<file path="src/logic/cmt_defines.vh">
`ifndef CMT_DEFINES_VH
`define CMT_DEFINES_VH

// Instance layout
`define CMT_NUM_TIMERS 4
`define CMT_NUM_WIDE 2
`define CMT_WIDE_BITS 32
`define CMT_NARROW_BITS 16
`define CMT_NUM_MATCH 4
`define CMT_NUM_CAP 2
`define CMT_NUM_FLAGS 6

// Flag positions within one instance
`define CMT_FLAG_MATCH0 0
`define CMT_FLAG_CAP0 4

// Count source select, two bits per instance
`define CMT_MODE_TIMER 2'h0
`define CMT_MODE_RISE 2'h1
`define CMT_MODE_FALL 2'h2
`define CMT_MODE_BOTH 2'h3

// Output action on match, two bits per match
`define CMT_ACT_NONE 2'h0
`define CMT_ACT_LOW 2'h1
`define CMT_ACT_HIGH 2'h2
`define CMT_ACT_TOGGLE 2'h3

// Reset values
`define CMT_COUNT_RST 32'h00000000
`define CMT_EXT_RST 1'h0

`endif

</file>
<file path="src/logic/cmt_edge.v">
`timescale 1ns/1ps
`default_nettype none

module cmt_edge (
  // Clock and reset
  input wire core_clk_i,
  input wire resetn_i,
  // Sampled level
  input wire level_i,
  // Edge pulses
  output wire rise_o,
  output wire fall_o
);

  reg prev;

  always @(posedge core_clk_i or negedge resetn_i) begin
    if (!resetn_i) begin
      prev <= 1'h0;
    end else begin
      prev <= level_i;
    end
  end

  assign rise_o = level_i & ~prev;
  assign fall_o = ~level_i & prev;

endmodule // cmt_edge

`default_nettype wire

</file>
<file path="src/logic/cmt_match.v">
`timescale 1ns/1ps
`default_nettype none
`include "cmt_defines.vh"

module cmt_match (
  // Clock and reset
  input wire core_clk_i,
  input wire resetn_i,
  // Compare inputs
  input wire [31:0] count_i,
  input wire [31:0] value_i,
  input wire [31:0] mask_i,
  input wire advance_i,
  input wire [1:0] action_i,
  // Results
  output wire hit_o,
  output reg ext_o
);

  // Only checked on the advancing cycle so a halted count does not re-fire
  assign hit_o = advance_i & (((count_i ^ value_i) & mask_i) == 32'h00000000);

  always @(posedge core_clk_i or negedge resetn_i) begin
    if (!resetn_i) begin
      ext_o <= `CMT_EXT_RST;
    end else if (hit_o) begin
      case (action_i)
        `CMT_ACT_LOW: ext_o <= 1'h0;
        `CMT_ACT_HIGH: ext_o <= 1'h1;
        `CMT_ACT_TOGGLE: ext_o <= ~ext_o;
        default: ext_o <= ext_o;
      endcase
    end
  end

endmodule // cmt_match

`default_nettype wire

</file>
<file path="src/logic/cmt_quad.v">
`timescale 1ns/1ps
`default_nettype none
`include "cmt_defines.vh"

module cmt_quad #(
  parameter NUM_WIDE = `CMT_NUM_WIDE,
  parameter NARROW_BITS = `CMT_NARROW_BITS
) (
  // Clock and reset
  input wire core_clk_i,
  input wire resetn_i,
  // Run control, one bit per instance
  input wire [3:0] run_i,
  input wire [3:0] hold_reset_i,
  // Count source, two mode bits and one pin select bit per instance
  input wire [7:0] mode_i,
  input wire [3:0] count_src_i,
  // Prescaler limits, 32 bits per instance
  input wire [127:0] prescale_limit_i,
  // Match values, 32 bits per match, four matches per instance
  input wire [511:0] match_value_i,
  // Match controls, one bit per match
  input wire [15:0] match_irq_en_i,
  input wire [15:0] match_reset_i,
  input wire [15:0] match_stop_i,
  // Match output actions, two bits per match
  input wire [31:0] ext_action_i,
  // Capture pins and controls, one bit per channel
  input wire [7:0] cap_pin_i,
  input wire [7:0] cap_rise_i,
  input wire [7:0] cap_fall_i,
  input wire [7:0] cap_irq_en_i,
  // Clear on capture, one bit per instance
  input wire [3:0] clear_en_i,
  input wire [3:0] clear_chan_i,
  input wire [3:0] clear_on_fall_i,
  // Flag clear pulses, six per instance
  input wire [23:0] flag_clear_i,
  // Counter state, 32 bits per instance, plus one halt bit per instance
  output wire [127:0] count_o,
  output wire [127:0] prescale_o,
  output wire [3:0] halted_o,
  // Capture values, 32 bits per channel
  output wire [255:0] cap_value_o,
  // Match outputs
  output wire [15:0] ext_o,
  // Interrupt flags and requests
  output wire [23:0] flags_o,
  output wire [3:0] irq_o
);

  // Narrow instances keep the upper half of every 32-bit slot at zero
  function [31:0] width_mask;
    input integer idx;
    begin
      if (idx < NUM_WIDE) begin
        width_mask = 32'hFFFFFFFF;
      end else begin
        width_mask = (32'h00000001 << NARROW_BITS) - 32'h00000001;
      end
    end
  endfunction

  genvar g;
  genvar m;

  generate
    for (g = 0; g < `CMT_NUM_TIMERS; g = g + 1) begin : g_tmr
      wire [31:0] mask;
      wire [31:0] limit;
      wire [1:0] mode;
      wire [1:0] rise;
      wire [1:0] fall;
      wire [1:0] cap_ev;
      wire [3:0] hit;
      wire src_rise;
      wire src_fall;
      wire count_ev;
      wire tick;
      wire pc_hit;
      wire advance;
      wire any_reset;
      wire any_stop;
      wire clear_ev;
      wire [`CMT_NUM_FLAGS-1:0] flag_set;
      reg [31:0] tc;
      reg [31:0] pc;
      reg halted;
      reg [31:0] cap0;
      reg [31:0] cap1;
      reg [`CMT_NUM_FLAGS-1:0] flags;

      assign mask = width_mask(g);
      assign limit = prescale_limit_i[g*32 +: 32] & mask;
      assign mode = mode_i[g*2 +: 2];

      cmt_edge u_edge0 (
        .core_clk_i(core_clk_i),
        .resetn_i(resetn_i),
        .level_i(cap_pin_i[g*2]),
        .rise_o(rise[0]),
        .fall_o(fall[0])
      );

      cmt_edge u_edge1 (
        .core_clk_i(core_clk_i),
        .resetn_i(resetn_i),
        .level_i(cap_pin_i[g*2+1]),
        .rise_o(rise[1]),
        .fall_o(fall[1])
      );

      // Counter mode takes its events from one of the two capture pins
      assign src_rise = count_src_i[g] ? rise[1] : rise[0];
      assign src_fall = count_src_i[g] ? fall[1] : fall[0];
      assign count_ev = (mode == `CMT_MODE_RISE) ? src_rise :
                        (mode == `CMT_MODE_FALL) ? src_fall :
                        (mode == `CMT_MODE_BOTH) ? (src_rise | src_fall) : 1'h1;

      // Timer mode ticks every system clock cycle
      assign tick = run_i[g] & ~halted & ~hold_reset_i[g] & count_ev;
      assign pc_hit = (pc == limit);
      assign advance = tick & pc_hit;

      for (m = 0; m < `CMT_NUM_MATCH; m = m + 1) begin : g_match
        cmt_match u_match (
          .core_clk_i(core_clk_i),
          .resetn_i(resetn_i),
          .count_i(tc),
          .value_i(match_value_i[(g*4+m)*32 +: 32]),
          .mask_i(mask),
          .advance_i(advance),
          .action_i(ext_action_i[(g*4+m)*2 +: 2]),
          .hit_o(hit[m]),
          .ext_o(ext_o[g*4+m])
        );
      end

      assign any_reset = |(hit & match_reset_i[g*4 +: 4]);
      assign any_stop = |(hit & match_stop_i[g*4 +: 4]);

      assign cap_ev[0] = (rise[0] & cap_rise_i[g*2]) | (fall[0] & cap_fall_i[g*2]);
      assign cap_ev[1] = (rise[1] & cap_rise_i[g*2+1]) | (fall[1] & cap_fall_i[g*2+1]);

      // Pair with capture on the opposite edge for pulse-width measurement
      assign clear_ev = clear_en_i[g] & (clear_on_fall_i[g] ?
                        fall[clear_chan_i[g]] : rise[clear_chan_i[g]]);

      // Counter and prescaler; a capture clear outranks a match reset
      always @(posedge core_clk_i or negedge resetn_i) begin
        if (!resetn_i) begin
          tc <= `CMT_COUNT_RST;
          pc <= `CMT_COUNT_RST;
        end else if (hold_reset_i[g] || clear_ev) begin
          tc <= `CMT_COUNT_RST;
          pc <= `CMT_COUNT_RST;
        end else if (tick) begin
          if (pc_hit) begin
            pc <= `CMT_COUNT_RST;
            if (any_reset) begin
              tc <= `CMT_COUNT_RST;
            end else begin
              tc <= (tc + 32'h00000001) & mask;
            end
          end else begin
            pc <= (pc + 32'h00000001) & mask;
          end
        end
      end

      // Halt stays until software drops the run bit
      always @(posedge core_clk_i or negedge resetn_i) begin
        if (!resetn_i) begin
          halted <= 1'h0;
        end else if (!run_i[g]) begin
          halted <= 1'h0;
        end else if (any_stop) begin
          halted <= 1'h1;
        end
      end

      // Snapshot is the count before any clear taken in the same cycle
      always @(posedge core_clk_i or negedge resetn_i) begin
        if (!resetn_i) begin
          cap0 <= `CMT_COUNT_RST;
          cap1 <= `CMT_COUNT_RST;
        end else begin
          if (cap_ev[0]) begin
            cap0 <= tc;
          end
          if (cap_ev[1]) begin
            cap1 <= tc;
          end
        end
      end

      assign flag_set[`CMT_FLAG_MATCH0 +: 4] = hit & match_irq_en_i[g*4 +: 4];
      assign flag_set[`CMT_FLAG_CAP0 +: 2] = cap_ev & cap_irq_en_i[g*2 +: 2];

      // Set wins over a clear in the same cycle so no event is lost
      always @(posedge core_clk_i or negedge resetn_i) begin
        if (!resetn_i) begin
          flags <= 6'h00;
        end else begin
          flags <= (flags & ~flag_clear_i[g*6 +: 6]) | flag_set;
        end
      end

      assign count_o[g*32 +: 32] = tc;
      assign prescale_o[g*32 +: 32] = pc;
      assign halted_o[g] = halted;
      assign cap_value_o[g*64 +: 32] = cap0;
      assign cap_value_o[g*64+32 +: 32] = cap1;
      assign flags_o[g*6 +: 6] = flags;
      assign irq_o[g] = |flags;
    end
  endgenerate

endmodule // cmt_quad

`default_nettype wire

</file>
<file path="config.mk">
export PLATFORM = sky130hd
export DESIGN_NAME = cmt_quad
export DESIGN_NICKNAME = d
export VERILOG_FILES = /design/src/logic/cmt_edge.v /design/src/logic/cmt_match.v /design/src/logic/cmt_quad.v
export VERILOG_INCLUDE_DIRS = /design/src /design/src/logic
export SDC_FILE = /design/constraint.sdc
export NUM_CORES = 1
export LEC_CHECK = 0
export BUFFER_PORTS_ARGS = -buffer_cell sky130_fd_sc_hd__buf_2
export CAP_MARGIN = 5
export CORE_AREA = 2 2 527 529
export DETAILED_ROUTE_END_ITERATION = 6
export DIE_AREA = 0 0 529 531
export PLACE_DENSITY = 0.31
export SLEW_MARGIN = 25
export SYNTH_ARGS = -nofsm -noshare
export SYNTH_HDL_FRONTEND = slang
export SYNTH_SLANG_ARGS = --single-unit
export TNS_END_PERCENT = 5
</file>
<file path="constraint.sdc">
create_clock -name core_clk_i -period 3.8 [get_ports core_clk_i]
set_input_delay 0.19 -clock core_clk_i [delete_from_list [all_inputs] [get_ports core_clk_i]]
set_output_delay 0.19 -clock core_clk_i [all_outputs]
set_load 0.03 [all_outputs]
</file>
## Yosys cells after proc, flatten, opt, wreduce, memory -nomap -nowiden

Index checks and enable logic that the tools add are counted.

| word-level totals | value |
|---|---|
| input port bits | 810 |
| logic and storage cells | 460 |
| output and inout port bits | 560 |
| register bits | 564 |

| operators by class | value |
|---|---|
| reduce and logical (&&, ||, !) cells | 76 |
| magnitude comparators | 4 |
| bitwise gates (word level) | 164 |
| equality and inequality tests | 68 |
| multiplexer cells | 92 |
| add/subtract/negate cells | 8 |

Operator list:

| cell | number |
|---|---|
| 32-bit 2-to-1 mux | 24 |
| 32-bit logical NOT | 16 |
| 32-bit bitwise XOR | 8 |
| 32-bit by 1-bit adder with 32-bit output, second input constant | 4 |
| 16-bit bitwise XOR | 8 |
| 2-bit equality test, second input constant | 40 |
| 1-bit AND | 68 |
| 16-bit by 1-bit adder with 16-bit output, second input constant | 4 |
| 32-bit by 16-bit equality test with 1-bit output | 2 |
| 32-bit equality test | 2 |
| 16-bit 2-to-1 mux | 4 |
| 4-bit AND | 12 |
| 1-bit 2-to-1 mux | 48 |
| 1-bit case mux with 3 select lines | 16 |
| 3-bit nonzero test | 16 |
| 2-bit by 1-bit equality test with 1-bit output, second input constant | 20 |
| 1-bit NOT | 40 |
| 2-bit AND reduction | 20 |
| 4-bit OR reduction | 8 |
| 6-bit AND | 4 |
| 6-bit NOT | 4 |
| 6-bit OR | 4 |
| 6-bit OR reduction | 4 |
| 2-bit nonzero test | 8 |
| other kinds (5) | 28 |

## Depth between registers and ports, before layout

Gate-level depths: netlist of the first run.

| logic depth | value |
|---|---|
| depth after elaboration | 16 |
| mapped depth | 10 |
| gate-level depth less buffers | 8 |

## Cells and area by module

From an unflattened synthesis of the first run, not the netlist that was laid out.

| second synthesis, totals | value |
|---|---|
| cell total of the unflattened synthesis | 3018 |
| area total of the unflattened synthesis | 29550.8 um2 |

By module, submodules not included:

| module | cells each | times used | area an instance (um2) | seq. area each (um2) |
|---|---|---|---|---|
| cmt_quad | 2082 | 1 | 21383.0 | 10309.9 |
| cmt_match | 57 | 16 | 490.5 | 25.0 |
| cmt_edge | 3 | 8 | 40.0 | 25.0 |

## Least setup slack after synthesis of the first run

OpenSTA, ideal clock, no wires.

| timing | value |
|---|---|
| path kind | reg2reg |
| start | reg g_tmr[3].tc[6] |
| end | reg g_tmr[3].tc[10] |
| required time | 3.679 ns |
| path slack | 1.326 ns |
| stages on the path, launching flop included | 9 |
| arrival | 2.353 ns |
| cell sequence | dfrtp_1 -> clkbuf_1 -> xnor2_1 -> nand4_1 -> nor4_1 -> a222oi_1 -> o211ai_1 -> buf_2 -> nor2_1 |

| between the ends | value |
|---|---|
| cells in the longest elaborated chain, start to end | 9 |
| elaborated cells between the ends (all ways) | 19 |
| classes of those cells | add/sub: 1; mux: 4; bitwise: 9; reduce/logical: 5 |

RTL lines:

| element | RTL line | source |
|---|---|---|
| from (decl) | cmt_quad.v:86 | `reg [31:0] tc;` |
| from (signal assigned) | cmt_quad.v:152 | `` tc <= `CMT_COUNT_RST; `` |
| from (signal assigned) | cmt_quad.v:155 | `` tc <= `CMT_COUNT_RST; `` |
| from (signal assigned) | cmt_quad.v:161 | `` tc <= `CMT_COUNT_RST; `` |
| 16-bit bitwise XOR | cmt_match.v:21 | `assign hit_o = advance_i & (((count_i ^ value_i) & mask_i) == 32'h00000000);` |
| 32-bit logical NOT | cmt_match.v:21 |  |
| 1-bit AND | cmt_match.v:21 |  |
| 4-bit AND | cmt_quad.v:139 | `assign any_reset = \|(hit & match_reset_i[g*4 +: 4]);` |
| 4-bit OR reduction | cmt_quad.v:139 |  |
| 16-bit 2-to-1 mux * | cmt_quad.v:160 | `if (any_reset) begin` |
| 32-bit 2-to-1 mux * | cmt_quad.v:158 | `if (pc_hit) begin` |
| 32-bit 2-to-1 mux * | cmt_quad.v:157 | `end else if (tick) begin` |
| 32-bit 2-to-1 mux * | cmt_quad.v:154 | `end else if (hold_reset_i[g] \|\| clear_ev) begin` |

Mark *: on every way between the ends. The rest lies on a longest branch, timed or not. The select of a mux whose other input is x is not followed.
A chain may end at the register's enable or synchronous reset.

## Worst setup path in the final report of the first run

| timing | value |
|---|---|
| start | reg g_tmr[1].tc[6] |
| end | reg g_tmr[1].halted |

| between the ends | value |
|---|---|
| cells in the longest elaborated chain, start to end | 6 |
| elaborated cells between the ends (all ways) | 15 |
| classes of those cells | eq/ne: 1; bitwise: 9; reduce/logical: 5 |

RTL lines:

| element | RTL line | source |
|---|---|---|
| from (decl) | cmt_quad.v:86 |  |
| from (signal assigned) | cmt_quad.v:152 |  |
| from (signal assigned) | cmt_quad.v:155 |  |
| from (signal assigned) | cmt_quad.v:161 |  |
| 32-bit bitwise XOR | cmt_match.v:21 |  |
| 32-bit logical NOT | cmt_match.v:21 |  |
| 1-bit AND | cmt_match.v:21 |  |
| 4-bit AND * | cmt_quad.v:140 | `assign any_stop = \|(hit & match_stop_i[g*4 +: 4]);` |
| 4-bit OR reduction * | cmt_quad.v:140 |  |
| 2-bit by 1-bit != test with 1-bit output (no line) * | - |  |
| to (signal assigned) | cmt_quad.v:174 | `halted <= 1'h0;` |
| to (signal assigned) | cmt_quad.v:176 | `halted <= 1'h0;` |
| to (signal assigned) | cmt_quad.v:178 | `halted <= 1'h1;` |
| to (decl) | cmt_quad.v:88 | `reg halted;` |

Mark *: on every way between the ends. The rest lies on a longest branch, timed or not.

==> results of run 1 <==
## layer usage
| layer | routed length (µm) | up-vias |
|---|---|---|
| li1 | - | 11400 |
| met1 | 55700 | 12100 |
| met2 | 94800 | 1102 |
| met3 | 11800 | 252 |
| met4 | 8820 | 28 |
| met5 | 197 | - |
## logic make-up after synthesis
| kind of cell | Yosys count | synth area share, % |
|---|---|---|
| compound gates | 233 | 5.81 |
| xor+xnor | 612 | 20.2 |
| fa+ha+maj | 8 | 0.377 |
| buf+inv | 364 | 7.52 |
| flops | 436 | 41.1 |
| mux | 196 | 8.48 |
| other cells | 1 | 0.0141 |
| simple gates | 802 | 16.5 |
## cell type report
type / instances / area [µm²] / share of cell area [%]
timing repair buffer: 1386 / 8120 / 20.1
clock inverter: 30 / 503 / 1.25
multi-input combinational: 1979 / 14200 / 35.2
sequential: 436 / 10900 / 27.0
antenna: 13 / 32.5 / 0.0806
tap: 3607 / 4510 / 11.2
clock buffer: 88 / 1870 / 4.63
inverter: 55 / 206 / 0.512
## registers in the layout, summed over array words and instances (netlist names)
| name | flops |
|---|---|
| g_tmr.cap0 | 96 |
| g_tmr.cap1 | 96 |
| g_tmr.pc | 96 |
| g_tmr.tc | 96 |
| g_tmr.flags | 24 |
| g_tmr.g_match.u_match.ext_o | 16 |
| g_tmr.halted | 4 |
| g_tmr.u_edge0.prev | 4 |
| g_tmr.u_edge1.prev | 4 |
## through the flow
step | worst slack, ns | util, %
final | 0.292 | 14.7
after global routing | 0.0586 | 14.7
after CTS | 0.0846 | 14.6
after detailed placement | 0.381 | 13.4
after global placement | 0.194 | 13.4
after floorplan | 1.33 | -
## path summary, 6_finish.rpt
check                                    end  slack (ns)  depth (start not counted)
hold / removal                g_tmr[2].pc[1]        0.09                          5
setup / recovery             g_tmr[1].halted        0.29                         10
max in group asynchronous  g_tmr[0].cap1[23]        2.45                          3
min in group asynchronous   g_tmr[1].cap0[6]        0.17                          2
setup reg to reg             g_tmr[1].halted        0.29                         10
hold reg to reg            g_tmr[0].cap1[29]        0.50                          1
## worst min-delay path, stage by stage
cell     delay [ns]
buf_2          0.12
a21oi_2        0.09
and2_1         0.19
nand2_1        0.06
o21ai_0        0.06
## timing repair
action	in CTS	in global routing
hold buffers	105	0
endpoints found under the setup margin	0	1
gates resized for setup	0	1
hold endpoints to repair	111	0
buffers inserted	0	0
## power by group
group          switching [µW]  leakage [µW]  internal (µW)
clock network            2680       0.00115           4280
logic                    1240        0.0120            728
registers                 102       0.00604           4720
## Yosys cell counts, drive strengths merged (2+ instances only)
cell    number  area, µm²
nor3b        4       30.0
or2          2       12.5
a21boi       8       71.3
or3b         8       70.1
xnor2      263       2300
nand4      120        757
nand2b      13       81.3
mux4         4       90.1
or3         20        125
or4          5       37.5
a31oi       16        121
a211oi       5       37.5
o21bai       2       15.0
ha           8        100
nor2       165        619
xor2       349       3060
mux2       192       2160
nor4b       11        115
nand2      123        462
clkbuf     111        417
o22ai        6       37.5
nor3        43        260
o21ai       98        494
o31ai       12        118
a22o        10       87.6
a222oi       2       20.0
buf        198       1380
nand3b       9       67.6
dfrtp      436      10900
nor2b       24        150
and2        17        106
a21bo        2       20.0
o211ai       9       91.3
o211a        4       47.6
a221oi       2       17.5
and3        43        269
nand3       76        385
o41ai        3       26.3
a21o         4       30.0
and4        13        114
inv         55        206
nor4       103        706
o21a         2       15.0
a22oi        4       30.0
a21oi       40        208
==> flow_summary.html, run 1 <==
<table>
<tr><th>Metric</th><th>Value</th></tr>
<tr><th colspan="2">Yosys</th></tr>
<tr><td>Register area share after synthesis</td><td>41.1%</td></tr>
<tr><td>Post-Synthesis Cells</td><td>2652</td></tr>
<tr><td>Count of flip-flops with a built-in enable after synthesis</td><td>0</td></tr>
<tr><td>Most common flop cell mapped by yosys</td><td>dfrtp_1</td></tr>
<tr><td>Post-synthesis area per instance</td><td>10.0 µm²</td></tr>
<tr><td>Syn. warnings</td><td>0</td></tr>
<tr><td>Share of async-settable or async-resettable flops after synthesis</td><td>100%</td></tr>
<tr><td>Flip-flop and latch count after synthesis</td><td>436</td></tr>
<tr><td>Distinct cell type count after synthesis</td><td>75</td></tr>
<tr><td>Syn Std Cell Area</td><td>roughly 27000 µm²</td></tr>
<tr><th colspan="2">Timing</th></tr>
<tr><td>Tightest Pin Transition</td><td>1.08 ns</td></tr>
<tr><td>Pins Over Slew Limit</td><td>0</td></tr>
<tr><td>Max Clk Rate</td><td>0.285 GHz</td></tr>
<tr><td>Tightest slew margin relative to the limit</td><td>27.8%</td></tr>
<tr><td>Final Hold Slack</td><td>around 0.087 ns</td></tr>
<tr><td>Unrepaired setup endpoints after global routing</td><td>false</td></tr>
<tr><td>Final hold vios</td><td>0</td></tr>
<tr><td>Endpoints failing setup</td><td>0</td></tr>
<tr><td>Final critical-path required period</td><td>3.51 ns</td></tr>
<tr><td>Period utilization</td><td>approximately 92%</td></tr>
<tr><td>Post-Route Setup TNS</td><td>0 ns</td></tr>
<tr><td>Worst Skew</td><td>0.0257 ns</td></tr>
<tr><th colspan="2">Setup path</th></tr>
<tr><td>Most common cell type on the critical path</td><td>buf_4</td></tr>
<tr><td>Data required, critical path</td><td>4.37 ns</td></tr>
<tr><td>Data arrival time at the worst-slack endpoint</td><td>4.07 ns</td></tr>
<tr><td>Critical path buffers and inverters</td><td>3</td></tr>
<tr><td>Maximum fanout count along the critical path</td><td>6</td></tr>
<tr><td>Startpoint class of the critical path</td><td>flop</td></tr>
<tr><td>Family with the most delay on the worst path</td><td>buffers and inverters</td></tr>
<tr><td>List of cells traversed by the critical path</td><td>buf_4, xor2_1, nor4_1, nand4_1, buf_4, nor2_1, and2_1, a21oi_1, a21boi_0, dlygate4sd3_1</td></tr>
<tr><td>Master of the slowest instance on the critical path</td><td>dfrtp_1</td></tr>
<tr><td>CP peak stage delay</td><td>0.82 ns</td></tr>
<tr><td>Category of the critical setup timing path</td><td>reg -&gt; reg</td></tr>
<tr><td>Start point of the critical path</td><td>g_tmr[1].tc[6]</td></tr>
<tr><td>RR Startpoint</td><td>g_tmr[1].tc[6]</td></tr>
<tr><td>Kind of end point of the critical path</td><td>flop</td></tr>
<tr><th colspan="2">Clock tree</th></tr>
<tr><td>Max Root-Sink Buffers</td><td>3</td></tr>
<tr><td>Clock sinks</td><td>436</td></tr>
<tr><td>Clock edge transition at the registers on the reported setup and hold paths</td><td>0.06 ns</td></tr>
<tr><td>Clock tree from TritonCTS</td><td>done</td></tr>
<tr><td>Root Driver</td><td>clkbuf_16</td></tr>
<tr><td>TritonCTS buffer count</td><td>67</td></tr>
<tr><td>Clock network latency to the later pin of the worst-skew pair</td><td>0.68 ns</td></tr>
<tr><td>CTS HTree Levels</td><td>3</td></tr>
<tr><th colspan="2">Floorplan</th></tr>
<tr><td>Initial core utilization</td><td>9.65%</td></tr>
<tr><td>Full die area</td><td>281000 µm²</td></tr>
<tr><td>Die Y</td><td>~530 µm</td></tr>
<tr><td>Number of rows in the core area</td><td>around 190</td></tr>
<tr><td>Width of the chip</td><td>529 µm</td></tr>
<tr><td>Core box area</td><td>275000 µm²</td></tr>
<tr><td>Num ports</td><td>1370</td></tr>
<tr><th colspan="2">Finish</th></tr>
<tr><td>Area delta synth-&gt;final</td><td>51.9%</td></tr>
<tr><td>Fraction of final layout cells with drive strength greater than 1</td><td>41.3%</td></tr>
<tr><td>Final Instance Area</td><td>40400 µm²</td></tr>
<tr><td>Commonest non-fill, non-tap cell in the layout</td><td>buf_2</td></tr>
<tr><td>Layout net count</td><td>4743</td></tr>
<tr><td>Most used cells in the layout excluding fill and tap cells</td><td>buf_2 (1080), dfrtp_1 (434), xor2_1 (349)</td></tr>
<tr><td>Post-route insts no fill</td><td>7594</td></tr>
<tr><td>Fill cells</td><td>31500</td></tr>
<tr><th colspan="2">Status</th></tr>
<tr><td>Outcome</td><td>complete, no violations</td></tr>
<tr><th colspan="2">Job</th></tr>
<tr><td>Max cap viols</td><td>0</td></tr>
<tr><th colspan="2">Route</th></tr>
<tr><td>Wire length after detailed routing</td><td>171000 µm</td></tr>
<tr><td>Violation count after the first detailed-routing iteration</td><td>around 1000</td></tr>
<tr><td>Final ANT Viol Nets</td><td>0</td></tr>
<tr><td>Wirelength per Cell</td><td>22.6 µm</td></tr>
<tr><td>DRC errors left</td><td>0</td></tr>
<tr><td>Vias after detailed routing</td><td>approximately 25000</td></tr>
<tr><td>Vias per std cell</td><td>3.29</td></tr>
<tr><td>Number of search-and-repair iterations in the first detailed-routing pass</td><td>5</td></tr>
<tr><th colspan="2">GRT</th></tr>
<tr><td>Aggregate global-route resource usage</td><td>11.7%</td></tr>
<tr><td>Pin count of the biggest net entering global routing</td><td>68</td></tr>
<tr><td>GR met1 Demand/Resource</td><td>10.8%</td></tr>
<tr><td>Congestion Overflow GR</td><td>0</td></tr>
<tr><td>Met2 track demand over resource in global routing</td><td>23.3%</td></tr>
<tr><td>Antenna violations before repair</td><td>41</td></tr>
<tr><td>GR met3 Demand/Resource</td><td>3.09%</td></tr>
<tr><td>Global-route wire length before repair</td><td>226000 µm</td></tr>
<tr><td>Global-route layer with the greatest usage</td><td>met2</td></tr>
<tr><td>Via count of the first global-routing pass</td><td>26300</td></tr>
<tr><th colspan="2">Placed design</th></tr>
<tr><td>Count of input and output buffers</td><td>1081</td></tr>
<tr><td>HPWL Detailed</td><td>142000 µm</td></tr>
<tr><td>Routability congestion estimate from global placement</td><td>0.893</td></tr>
<tr><td>Cells after DPL</td><td>about 7400</td></tr>
<tr><td>Post-Place Cell Area</td><td>between 30000 and 40000 µm²</td></tr>
<tr><th colspan="2">Power and ir drop</th></tr>
<tr><td>Tot Pwr</td><td>13700 µW</td></tr>
<tr><td>Peak supply drop</td><td>~0.3 mV</td></tr>
<tr><td>Power density of the placed cells</td><td>341 nW/µm²</td></tr>
<tr><td>Leakage power summed over all cells</td><td>0.0192 µW</td></tr>
<tr><th colspan="2">Hold path</th></tr>
<tr><td>Hold Path Origin</td><td>hold_reset_i[2]</td></tr>
<tr><td>Class of the tightest hold or removal check</td><td>in -&gt; reg</td></tr>
</table>
No activity file was read; power rests on OpenSTA's default activity.
==> run 2: changes to the inputs <==
--- a/config.mk
+++ b/config.mk
@@ -8,9 +8,9 @@
 export LEC_CHECK = 0
 export BUFFER_PORTS_ARGS = -buffer_cell sky130_fd_sc_hd__buf_2
 export CAP_MARGIN = 5
-export CORE_AREA = 2 2 527 529
+export CORE_AREA = 2 2 531 533
 export DETAILED_ROUTE_END_ITERATION = 6
-export DIE_AREA = 0 0 529 531
+export DIE_AREA = 0 0 533 535
 export PLACE_DENSITY = 0.31
 export SLEW_MARGIN = 25
 export SYNTH_ARGS = -nofsm -noshare
==> run 2 against run 1 <==
Core utilization decreased by 0.33 points. Clock-buffer cell count increased by 13. Via count decreased by 0.70%. Non-clock buffer count decreased by 53. Combinational power decreased by 5%. Power decreased by 3.9%. Clock skew increased by 0.010 ns. Cell count increased by 0.87%. Critical path depth decreased by 1. Flip-flop and latch count unchanged. Critical path type unchanged.
==> flow_summary.html, run 2 (synthesized netlist as in run 1, its figures left out) <==
<table>
<tr><th>Metric</th><th>Value</th></tr>
<tr><th colspan="2">Setup path</th></tr>
<tr><td>Maximum fanout count along the critical path</td><td>6 (unchanged)</td></tr>
<tr><td>Data required, critical path</td><td>4.41 ns (was 4.37 ns)</td></tr>
<tr><td>Category of the critical setup timing path</td><td>reg -&gt; reg (unchanged)</td></tr>
<tr><td>Data arrival time at the worst-slack endpoint</td><td>3.99 ns (was 4.07 ns)</td></tr>
<tr><td>Kind of end point of the critical path</td><td>flop (unchanged)</td></tr>
<tr><td>Startpoint class of the critical path</td><td>flop (unchanged)</td></tr>
<tr><th colspan="2">Clock tree</th></tr>
<tr><td>CTS HTree Levels</td><td>3 (unchanged)</td></tr>
<tr><td>Root Driver</td><td>clkbuf_16 (unchanged)</td></tr>
<tr><td>Gates resized, CTS repair</td><td>0 (unchanged)</td></tr>
<tr><td>Clock tree from TritonCTS</td><td>done (unchanged)</td></tr>
<tr><td>Clock sinks</td><td>436 (unchanged)</td></tr>
<tr><td>Post-CTS Setup Repair Bufs</td><td>0 (unchanged)</td></tr>
<tr><td>Hold-fix buffer count after cts</td><td>104 (was 105)</td></tr>
<tr><td>Clock network latency to the later pin of the worst-skew pair</td><td>0.67 ns (was 0.68 ns)</td></tr>
<tr><td>Clock edge transition at the registers on the reported setup and hold paths</td><td>0.06 ns (about the same)</td></tr>
<tr><td>TritonCTS buffer count</td><td>67 (unchanged)</td></tr>
<tr><td>Max Root-Sink Buffers</td><td>3 (unchanged)</td></tr>
<tr><th colspan="2">Timing</th></tr>
<tr><td>Endpoints failing setup</td><td>0 (unchanged)</td></tr>
<tr><td>Worst Skew</td><td>0.0358 ns (was 0.0257 ns)</td></tr>
<tr><td>Final critical-path required period</td><td>3.38 ns (was 3.51 ns)</td></tr>
<tr><td>Max Clk Rate</td><td>0.296 GHz (was 0.285 GHz)</td></tr>
<tr><td>Period utilization</td><td>88.9% (was 92.3%)</td></tr>
<tr><td>Pins Over Slew Limit</td><td>0 (unchanged)</td></tr>
<tr><td>Tightest Pin Transition</td><td>1.02 ns (was 1.08 ns)</td></tr>
<tr><td>Final Hold Slack</td><td>0.125 ns (was 0.0869 ns)</td></tr>
<tr><td>Tightest slew margin relative to the limit</td><td>32.2% (was 27.8%)</td></tr>
<tr><td>Unrepaired setup endpoints after global routing</td><td>false (unchanged)</td></tr>
<tr><td>Final hold vios</td><td>0 (unchanged)</td></tr>
<tr><td>Post-Route Setup TNS</td><td>0 ns (unchanged)</td></tr>
<tr><th colspan="2">Placed design</th></tr>
<tr><td>HPWL Detailed</td><td>137000 µm (was 142000 µm)</td></tr>
<tr><td>Post-Place Cell Area</td><td>36600 µm² (was 36900 µm²)</td></tr>
<tr><td>Count of input and output buffers</td><td>1081 (unchanged)</td></tr>
<tr><td>Cells after DPL</td><td>7423 (was 7358)</td></tr>
<tr><td>Routability congestion estimate from global placement</td><td>0.919 (was 0.893)</td></tr>
<tr><th colspan="2">Hold path</th></tr>
<tr><td>Class of the tightest hold or removal check</td><td>in -&gt; reg (unchanged)</td></tr>
<tr><th colspan="2">Finish</th></tr>
<tr><td>Core Util, Final</td><td>14.3% (was 14.7%)</td></tr>
<tr><td>Post-route insts no fill</td><td>7660 (was 7594)</td></tr>
<tr><td>Final Instance Area</td><td>40000 µm² (was 40400 µm²)</td></tr>
<tr><td>Area delta synth-&gt;final</td><td>50.5% (was 51.9%)</td></tr>
<tr><td>Commonest non-fill, non-tap cell in the layout</td><td>buf_2 (unchanged)</td></tr>
<tr><td>Layout net count</td><td>4690 (was 4743)</td></tr>
<tr><td>Fraction of final layout cells with drive strength greater than 1</td><td>40.5% (was 41.3%)</td></tr>
<tr><td>Most used cells in the layout excluding fill and tap cells</td><td>buf_2 (1080), dfrtp_1 (430), xor2_1 (349) (was buf_2 (1080), dfrtp_1 (434), xor2_1 (349))</td></tr>
<tr><th colspan="2">Floorplan</th></tr>
<tr><td>Num ports</td><td>1370 (unchanged)</td></tr>
<tr><td>Number of rows in the core area</td><td>194 (was 193)</td></tr>
<tr><td>Full die area</td><td>285000 µm² (was 281000 µm²)</td></tr>
<tr><td>Initial core utilization</td><td>9.52% (was 9.65%)</td></tr>
<tr><td>Width of the chip</td><td>533 µm (was 529 µm)</td></tr>
<tr><td>Die Y</td><td>535 µm (was 531 µm)</td></tr>
<tr><td>Core box area</td><td>279000 µm² (was 275000 µm²)</td></tr>
<tr><th colspan="2">Power and ir drop</th></tr>
<tr><td>Power density of the placed cells</td><td>331 nW/µm² (was 341 nW/µm²)</td></tr>
<tr><td>Peak supply drop</td><td>0.225 mV (was 0.294 mV)</td></tr>
<tr><td>Leakage power summed over all cells</td><td>0.0189 µW (was 0.0192 µW)</td></tr>
<tr><th colspan="2">Route</th></tr>
<tr><td>Vias after detailed routing</td><td>24800 (was 25000)</td></tr>
<tr><td>Vias per std cell</td><td>3.24 (was 3.29)</td></tr>
<tr><td>Final ANT Viol Nets</td><td>0 (unchanged)</td></tr>
<tr><td>Violation count after the first detailed-routing iteration</td><td>1013 (was 1029)</td></tr>
<tr><td>Number of search-and-repair iterations in the first detailed-routing pass</td><td>7 (was 5)</td></tr>
<tr><td>DRC errors left</td><td>0 (unchanged)</td></tr>
<tr><td>Wirelength per Cell</td><td>21.6 µm (was 22.6 µm)</td></tr>
<tr><td>Wire length after detailed routing</td><td>166000 µm (was 171000 µm)</td></tr>
<tr><th colspan="2">Status</th></tr>
<tr><td>Outcome</td><td>complete, no violations (unchanged)</td></tr>
<tr><th colspan="2">GRT</th></tr>
<tr><td>Global-route wire length before repair</td><td>222000 µm (was 226000 µm)</td></tr>
<tr><td>Congestion Overflow GR</td><td>0 (unchanged)</td></tr>
<tr><td>Pin count of the biggest net entering global routing</td><td>73 (was 68)</td></tr>
<tr><td>Aggregate global-route resource usage</td><td>11.2% (was 11.7%)</td></tr>
<tr><td>Antenna violations before repair</td><td>27 (was 41)</td></tr>
<tr><td>Via count of the first global-routing pass</td><td>26000 (was 26300)</td></tr>
<tr><th colspan="2">Job</th></tr>
<tr><td>Max cap viols</td><td>0 (unchanged)</td></tr>
</table>
-- run 2: metal layers --
layer  vias up  track usage, %  share of wire, %
met5         -               0             0.048
met4        12            3.39               2.8
met3       159            3.43               7.3
met2      1094            21.6                54
met1     12200            11.4                36
li1      11300               -                 -
-- run 2: per-stage QoR --
stage / worst slack (ns) / total power [µW]
after floorplan: 1.33 / 5870
after global placement: 0.520 / 6760
after detailed placement: 0.538 / 6750
after CTS: 0.202 / 13600
after global routing: 0.229 / 13900
final: 0.423 / 13200
-- run 2: worst max-delay path, cell delays in order (launching register included) --
cell           delay (ns)
dfrtp_1              0.92
xnor2_1              0.20
nand4_1              0.14
nor4_2               0.54
buf_4                0.29
and3_1               0.19
buf_4                0.19
a22oi_1              0.11
a21boi_1             0.14
dlygate4sd3_1        0.56
-- run 2: report_power, final --
group / leakage (µW) / switching (µW) / internal [µW]
sequential: 0.00604 / 90.0 / 4720
clock: 0.00111 / 2630 / 3890
combinational: 0.0117 / 1170 / 707
total: 0.0189 / 3890 / 9320
-- run 2: layout make-up --
cell class,count,area [µm²]
Antenna cell,15,37.5
Clock buffer,101,2020
Clock inverter,17,263
Fill cell,32000,239000
Inverter,55,206
Multi-Input combinational cell,1979,14200
Sequential cell,436,10900
Tap cell,3724,4660
Timing Repair Buffer,1333,7680
-- run 2: worst paths after layout --
path / startpoint / depth (start not counted) / to / slack [ns]
max in group asynchronous: resetn_i / 4 / g_tmr[2].cap0[1] / 2.54
worst min-delay path: match_reset_i[15] / 5 / g_tmr[3].tc[10] / 0.12
min in group asynchronous: resetn_i / 2 / g_tmr[1].cap1[7] / 0.13
worst max-delay path: g_tmr[0].tc[29] / 9 / g_tmr[0].halted / 0.42
worst max register to register: g_tmr[0].tc[29] / 9 / g_tmr[0].halted / 0.42
worst min register to register: g_tmr[1].cap1[25] / 1 / g_tmr[1].cap1[25] / 0.50
==> run 3: changes to the inputs <==
--- a/config.mk
+++ b/config.mk
@@ -11,6 +11,7 @@
 export CORE_AREA = 2 2 531 533
 export DETAILED_ROUTE_END_ITERATION = 6
 export DIE_AREA = 0 0 533 535
+export HOLD_SLACK_MARGIN = 0.15
 export PLACE_DENSITY = 0.31
 export SLEW_MARGIN = 25
 export SYNTH_ARGS = -nofsm -noshare
==> run 3 against run 2 <==
Wire length increased by 0.44%. Core utilization increased by 0.096 points. Non-clock buffer count increased by 26. Largest power group unchanged.
==> flow_summary.html, run 3 (synthesized netlist as in run 1, its figures left out) <==
<table>
<tr><th>Metric</th><th>Value</th></tr>
<tr><th colspan="2">Power and ir drop</th></tr>
<tr><td>Tot Pwr</td><td>13200 µW (about the same)</td></tr>
<tr><td>Power density of the placed cells</td><td>329 nW/µm² (was 331 nW/µm²)</td></tr>
<tr><td>Leakage power summed over all cells</td><td>0.0190 µW (was 0.0189 µW)</td></tr>
<tr><td>Peak supply drop</td><td>0.226 mV (was 0.225 mV)</td></tr>
<tr><th colspan="2">Finish</th></tr>
<tr><td>Fraction of final layout cells with drive strength greater than 1</td><td>40.3% (was 40.5%)</td></tr>
<tr><td>Commonest non-fill, non-tap cell in the layout</td><td>buf_2 (unchanged)</td></tr>
<tr><td>Post-route insts no fill</td><td>7685 (was 7660)</td></tr>
<tr><td>Core Util, Final</td><td>14.4% (was 14.3%)</td></tr>
<tr><td>Area delta synth-&gt;final</td><td>51.5% (was 50.5%)</td></tr>
<tr><td>Layout net count</td><td>4716 (was 4690)</td></tr>
<tr><td>Most used cells in the layout excluding fill and tap cells</td><td>buf_2 (1080), dfrtp_1 (430), xor2_1 (349) (unchanged)</td></tr>
<tr><td>Fill cells</td><td>32000 (about the same)</td></tr>
<tr><th colspan="2">Clock tree</th></tr>
<tr><td>CTS HTree Levels</td><td>3 (unchanged)</td></tr>
<tr><td>Clock network latency to the later pin of the worst-skew pair</td><td>0.67 ns (about the same)</td></tr>
<tr><td>Gates resized, CTS repair</td><td>0 (unchanged)</td></tr>
<tr><td>Clock edge transition at the registers on the reported setup and hold paths</td><td>0.07 ns (was 0.06 ns)</td></tr>
<tr><td>Clock tree from TritonCTS</td><td>done (unchanged)</td></tr>
<tr><td>Root Driver</td><td>clkbuf_16 (unchanged)</td></tr>
<tr><td>Max Root-Sink Buffers</td><td>3 (unchanged)</td></tr>
<tr><td>Clock sinks</td><td>436 (unchanged)</td></tr>
<tr><td>TritonCTS buffer count</td><td>67 (unchanged)</td></tr>
<tr><th colspan="2">Hold path</th></tr>
<tr><td>Worst hold path stage count</td><td>5 (unchanged)</td></tr>
<tr><td>Class of the tightest hold or removal check</td><td>in -&gt; reg (unchanged)</td></tr>
<tr><th colspan="2">Setup path</th></tr>
<tr><td>Category of the critical setup timing path</td><td>reg -&gt; reg (unchanged)</td></tr>
<tr><td>Data required, critical path</td><td>4.31 ns (was 4.41 ns)</td></tr>
<tr><td>Worst R2R Path Depth</td><td>9 (unchanged)</td></tr>
<tr><td>Kind of end point of the critical path</td><td>flop (unchanged)</td></tr>
<tr><td>Maximum fanout count along the critical path</td><td>37 (was 6)</td></tr>
<tr><td>Data arrival time at the worst-slack endpoint</td><td>4.01 ns (was 3.99 ns)</td></tr>
<tr><td>Startpoint class of the critical path</td><td>flop (unchanged)</td></tr>
<tr><th colspan="2">GRT</th></tr>
<tr><td>Congestion Overflow GR</td><td>0 (unchanged)</td></tr>
<tr><td>Antenna violations before repair</td><td>25 (was 27)</td></tr>
<tr><td>Global-route wire length before repair</td><td>223000 µm (was 222000 µm)</td></tr>
<tr><td>Via count of the first global-routing pass</td><td>26100 (was 26000)</td></tr>
<tr><td>Aggregate global-route resource usage</td><td>11.2% (about the same)</td></tr>
<tr><td>Pin count of the biggest net entering global routing</td><td>73 (unchanged)</td></tr>
<tr><th colspan="2">Timing</th></tr>
<tr><td>Final critical-path required period</td><td>3.50 ns (was 3.38 ns)</td></tr>
<tr><td>Max Clk Rate</td><td>0.286 GHz (was 0.296 GHz)</td></tr>
<tr><td>Post-Route Setup TNS</td><td>0 ns (unchanged)</td></tr>
<tr><td>Period utilization</td><td>92.1% (was 88.9%)</td></tr>
<tr><td>Unrepaired setup endpoints after global routing</td><td>false (unchanged)</td></tr>
<tr><td>Endpoints failing setup</td><td>0 (unchanged)</td></tr>
<tr><td>Worst Skew</td><td>0.0378 ns (was 0.0358 ns)</td></tr>
<tr><td>Pins Over Slew Limit</td><td>0 (unchanged)</td></tr>
<tr><td>Tightest Pin Transition</td><td>1.02 ns (about the same)</td></tr>
<tr><td>Final hold vios</td><td>0 (unchanged)</td></tr>
<tr><td>Tightest slew margin relative to the limit</td><td>32.2% (about the same)</td></tr>
<tr><th colspan="2">Route</th></tr>
<tr><td>Wirelength per Cell</td><td>21.7 µm (was 21.6 µm)</td></tr>
<tr><td>Vias after detailed routing</td><td>24900 (was 24800)</td></tr>
<tr><td>Wire length after detailed routing</td><td>167000 µm (was 166000 µm)</td></tr>
<tr><td>DRC errors left</td><td>0 (unchanged)</td></tr>
<tr><td>Number of search-and-repair iterations in the first detailed-routing pass</td><td>7 (unchanged)</td></tr>
<tr><td>Violation count after the first detailed-routing iteration</td><td>921 (was 1013)</td></tr>
<tr><td>Vias per std cell</td><td>3.24 (about the same)</td></tr>
<tr><td>Final ANT Viol Nets</td><td>0 (unchanged)</td></tr>
<tr><th colspan="2">Floorplan</th></tr>
<tr><td>Num ports</td><td>1370 (unchanged)</td></tr>
<tr><td>Initial core utilization</td><td>9.52% (unchanged)</td></tr>
<tr><td>Full die area</td><td>285000 µm² (unchanged)</td></tr>
<tr><td>Number of rows in the core area</td><td>194 (unchanged)</td></tr>
<tr><td>Die Y</td><td>535 µm (unchanged)</td></tr>
<tr><td>Core box area</td><td>279000 µm² (unchanged)</td></tr>
<tr><td>Width of the chip</td><td>533 µm (unchanged)</td></tr>
<tr><th colspan="2">Placed design</th></tr>
<tr><td>Cells after DPL</td><td>7423 (unchanged)</td></tr>
<tr><td>Count of input and output buffers</td><td>1081 (unchanged)</td></tr>
<tr><td>Routability congestion estimate from global placement</td><td>0.919 (unchanged)</td></tr>
<tr><td>HPWL Detailed</td><td>137000 µm (unchanged)</td></tr>
<tr><th colspan="2">Job</th></tr>
<tr><td>Max cap viols</td><td>0 (unchanged)</td></tr>
<tr><th colspan="2">Status</th></tr>
<tr><td>Outcome</td><td>complete, no violations (unchanged)</td></tr>
</table>
run 3: changes by cell type in the layout (fill, tap and decap cells not counted):
cell           delta
dlygate4sd3_1    +25
diode_2           -1
buf_12            +1
run 3: stage by stage:
stage                     setup WS (ns)  instance area [µm²]  hold slack, ns
after floorplan                    1.33                27000          -0.106
after CTS                         0.202                40200           0.151
after detailed placement          0.538                36600           0.287
after global routing              0.118                40200           0.186
after global placement            0.520                36600           0.284
final                             0.301                40200           0.222
run 3: layer usage:
| layer | routed length [µm] | vias to the layer above | track usage [%] |
|---|---|---|---|
| li1 | - | 11400 | - |
| met1 | 60200 | 12200 | 11.5 |
| met2 | 89800 | 1087 | 21.6 |
| met3 | 11700 | 157 | 3.36 |
| met4 | 4820 | 10 | 3.47 |
| met5 | 60 | - | 0 |
run 3: repair_timing:
action | 4_1_cts | 5_1_grt
endpoints found under the hold margin | 389 | 0
setup buffers | 0 | 0
hold buffers | 130 | 0
run 3: worst paths after layout:
| kind | start | to | slack, ns |
|---|---|---|---|
| hold reg to reg | g_tmr[1].cap1[25] | g_tmr[1].cap1[25] | 0.50 |
| setup / recovery | g_tmr[1].u_edge1.prev | g_tmr[1].tc[0] | 0.30 |
| max in group asynchronous | resetn_i | g_tmr[2].cap0[1] | 2.06 |
| hold / removal | clear_en_i[3] | g_tmr[3].pc[14] | 0.22 |
| min in group asynchronous | resetn_i | g_tmr[1].cap0[16] | 0.68 |
| setup reg to reg | g_tmr[1].u_edge1.prev | g_tmr[1].tc[0] | 0.30 |
run 3: final cells by class:
| type | instances | area, µm² | area share, % |
|---|---|---|---|
| clock buffers | 101 | 2020 | 5.01 |
| multi-input cells | 1979 | 14200 | 35.3 |
| inverters | 55 | 206 | 0.513 |
| repair buffers | 1359 | 7960 | 19.8 |
| flip-flops and latches | 436 | 10900 | 27.1 |
| diodes | 14 | 35.0 | 0.0871 |
| clock inverters | 17 | 263 | 0.653 |
| well taps | 3724 | 4660 | 11.6 |
run 3: where the power goes:
group / switching [µW] / internal [µW]
Combinational: 1180 / 724
Sequential: 91.1 / 4720
Clock: 2630 / 3890
run 3: critical path: stages (launching register included):
cell and delay (ns):
dfrtp_1 0.40, nor2b_1 0.16, mux4_2 0.50, a21oi_2 0.42, dlygate4sd3_1 0.77, o31ai_4 0.13, buf_12 0.19, nand4_1 0.11
dlygate4sd3_1 0.54, o21ai_0 0.08
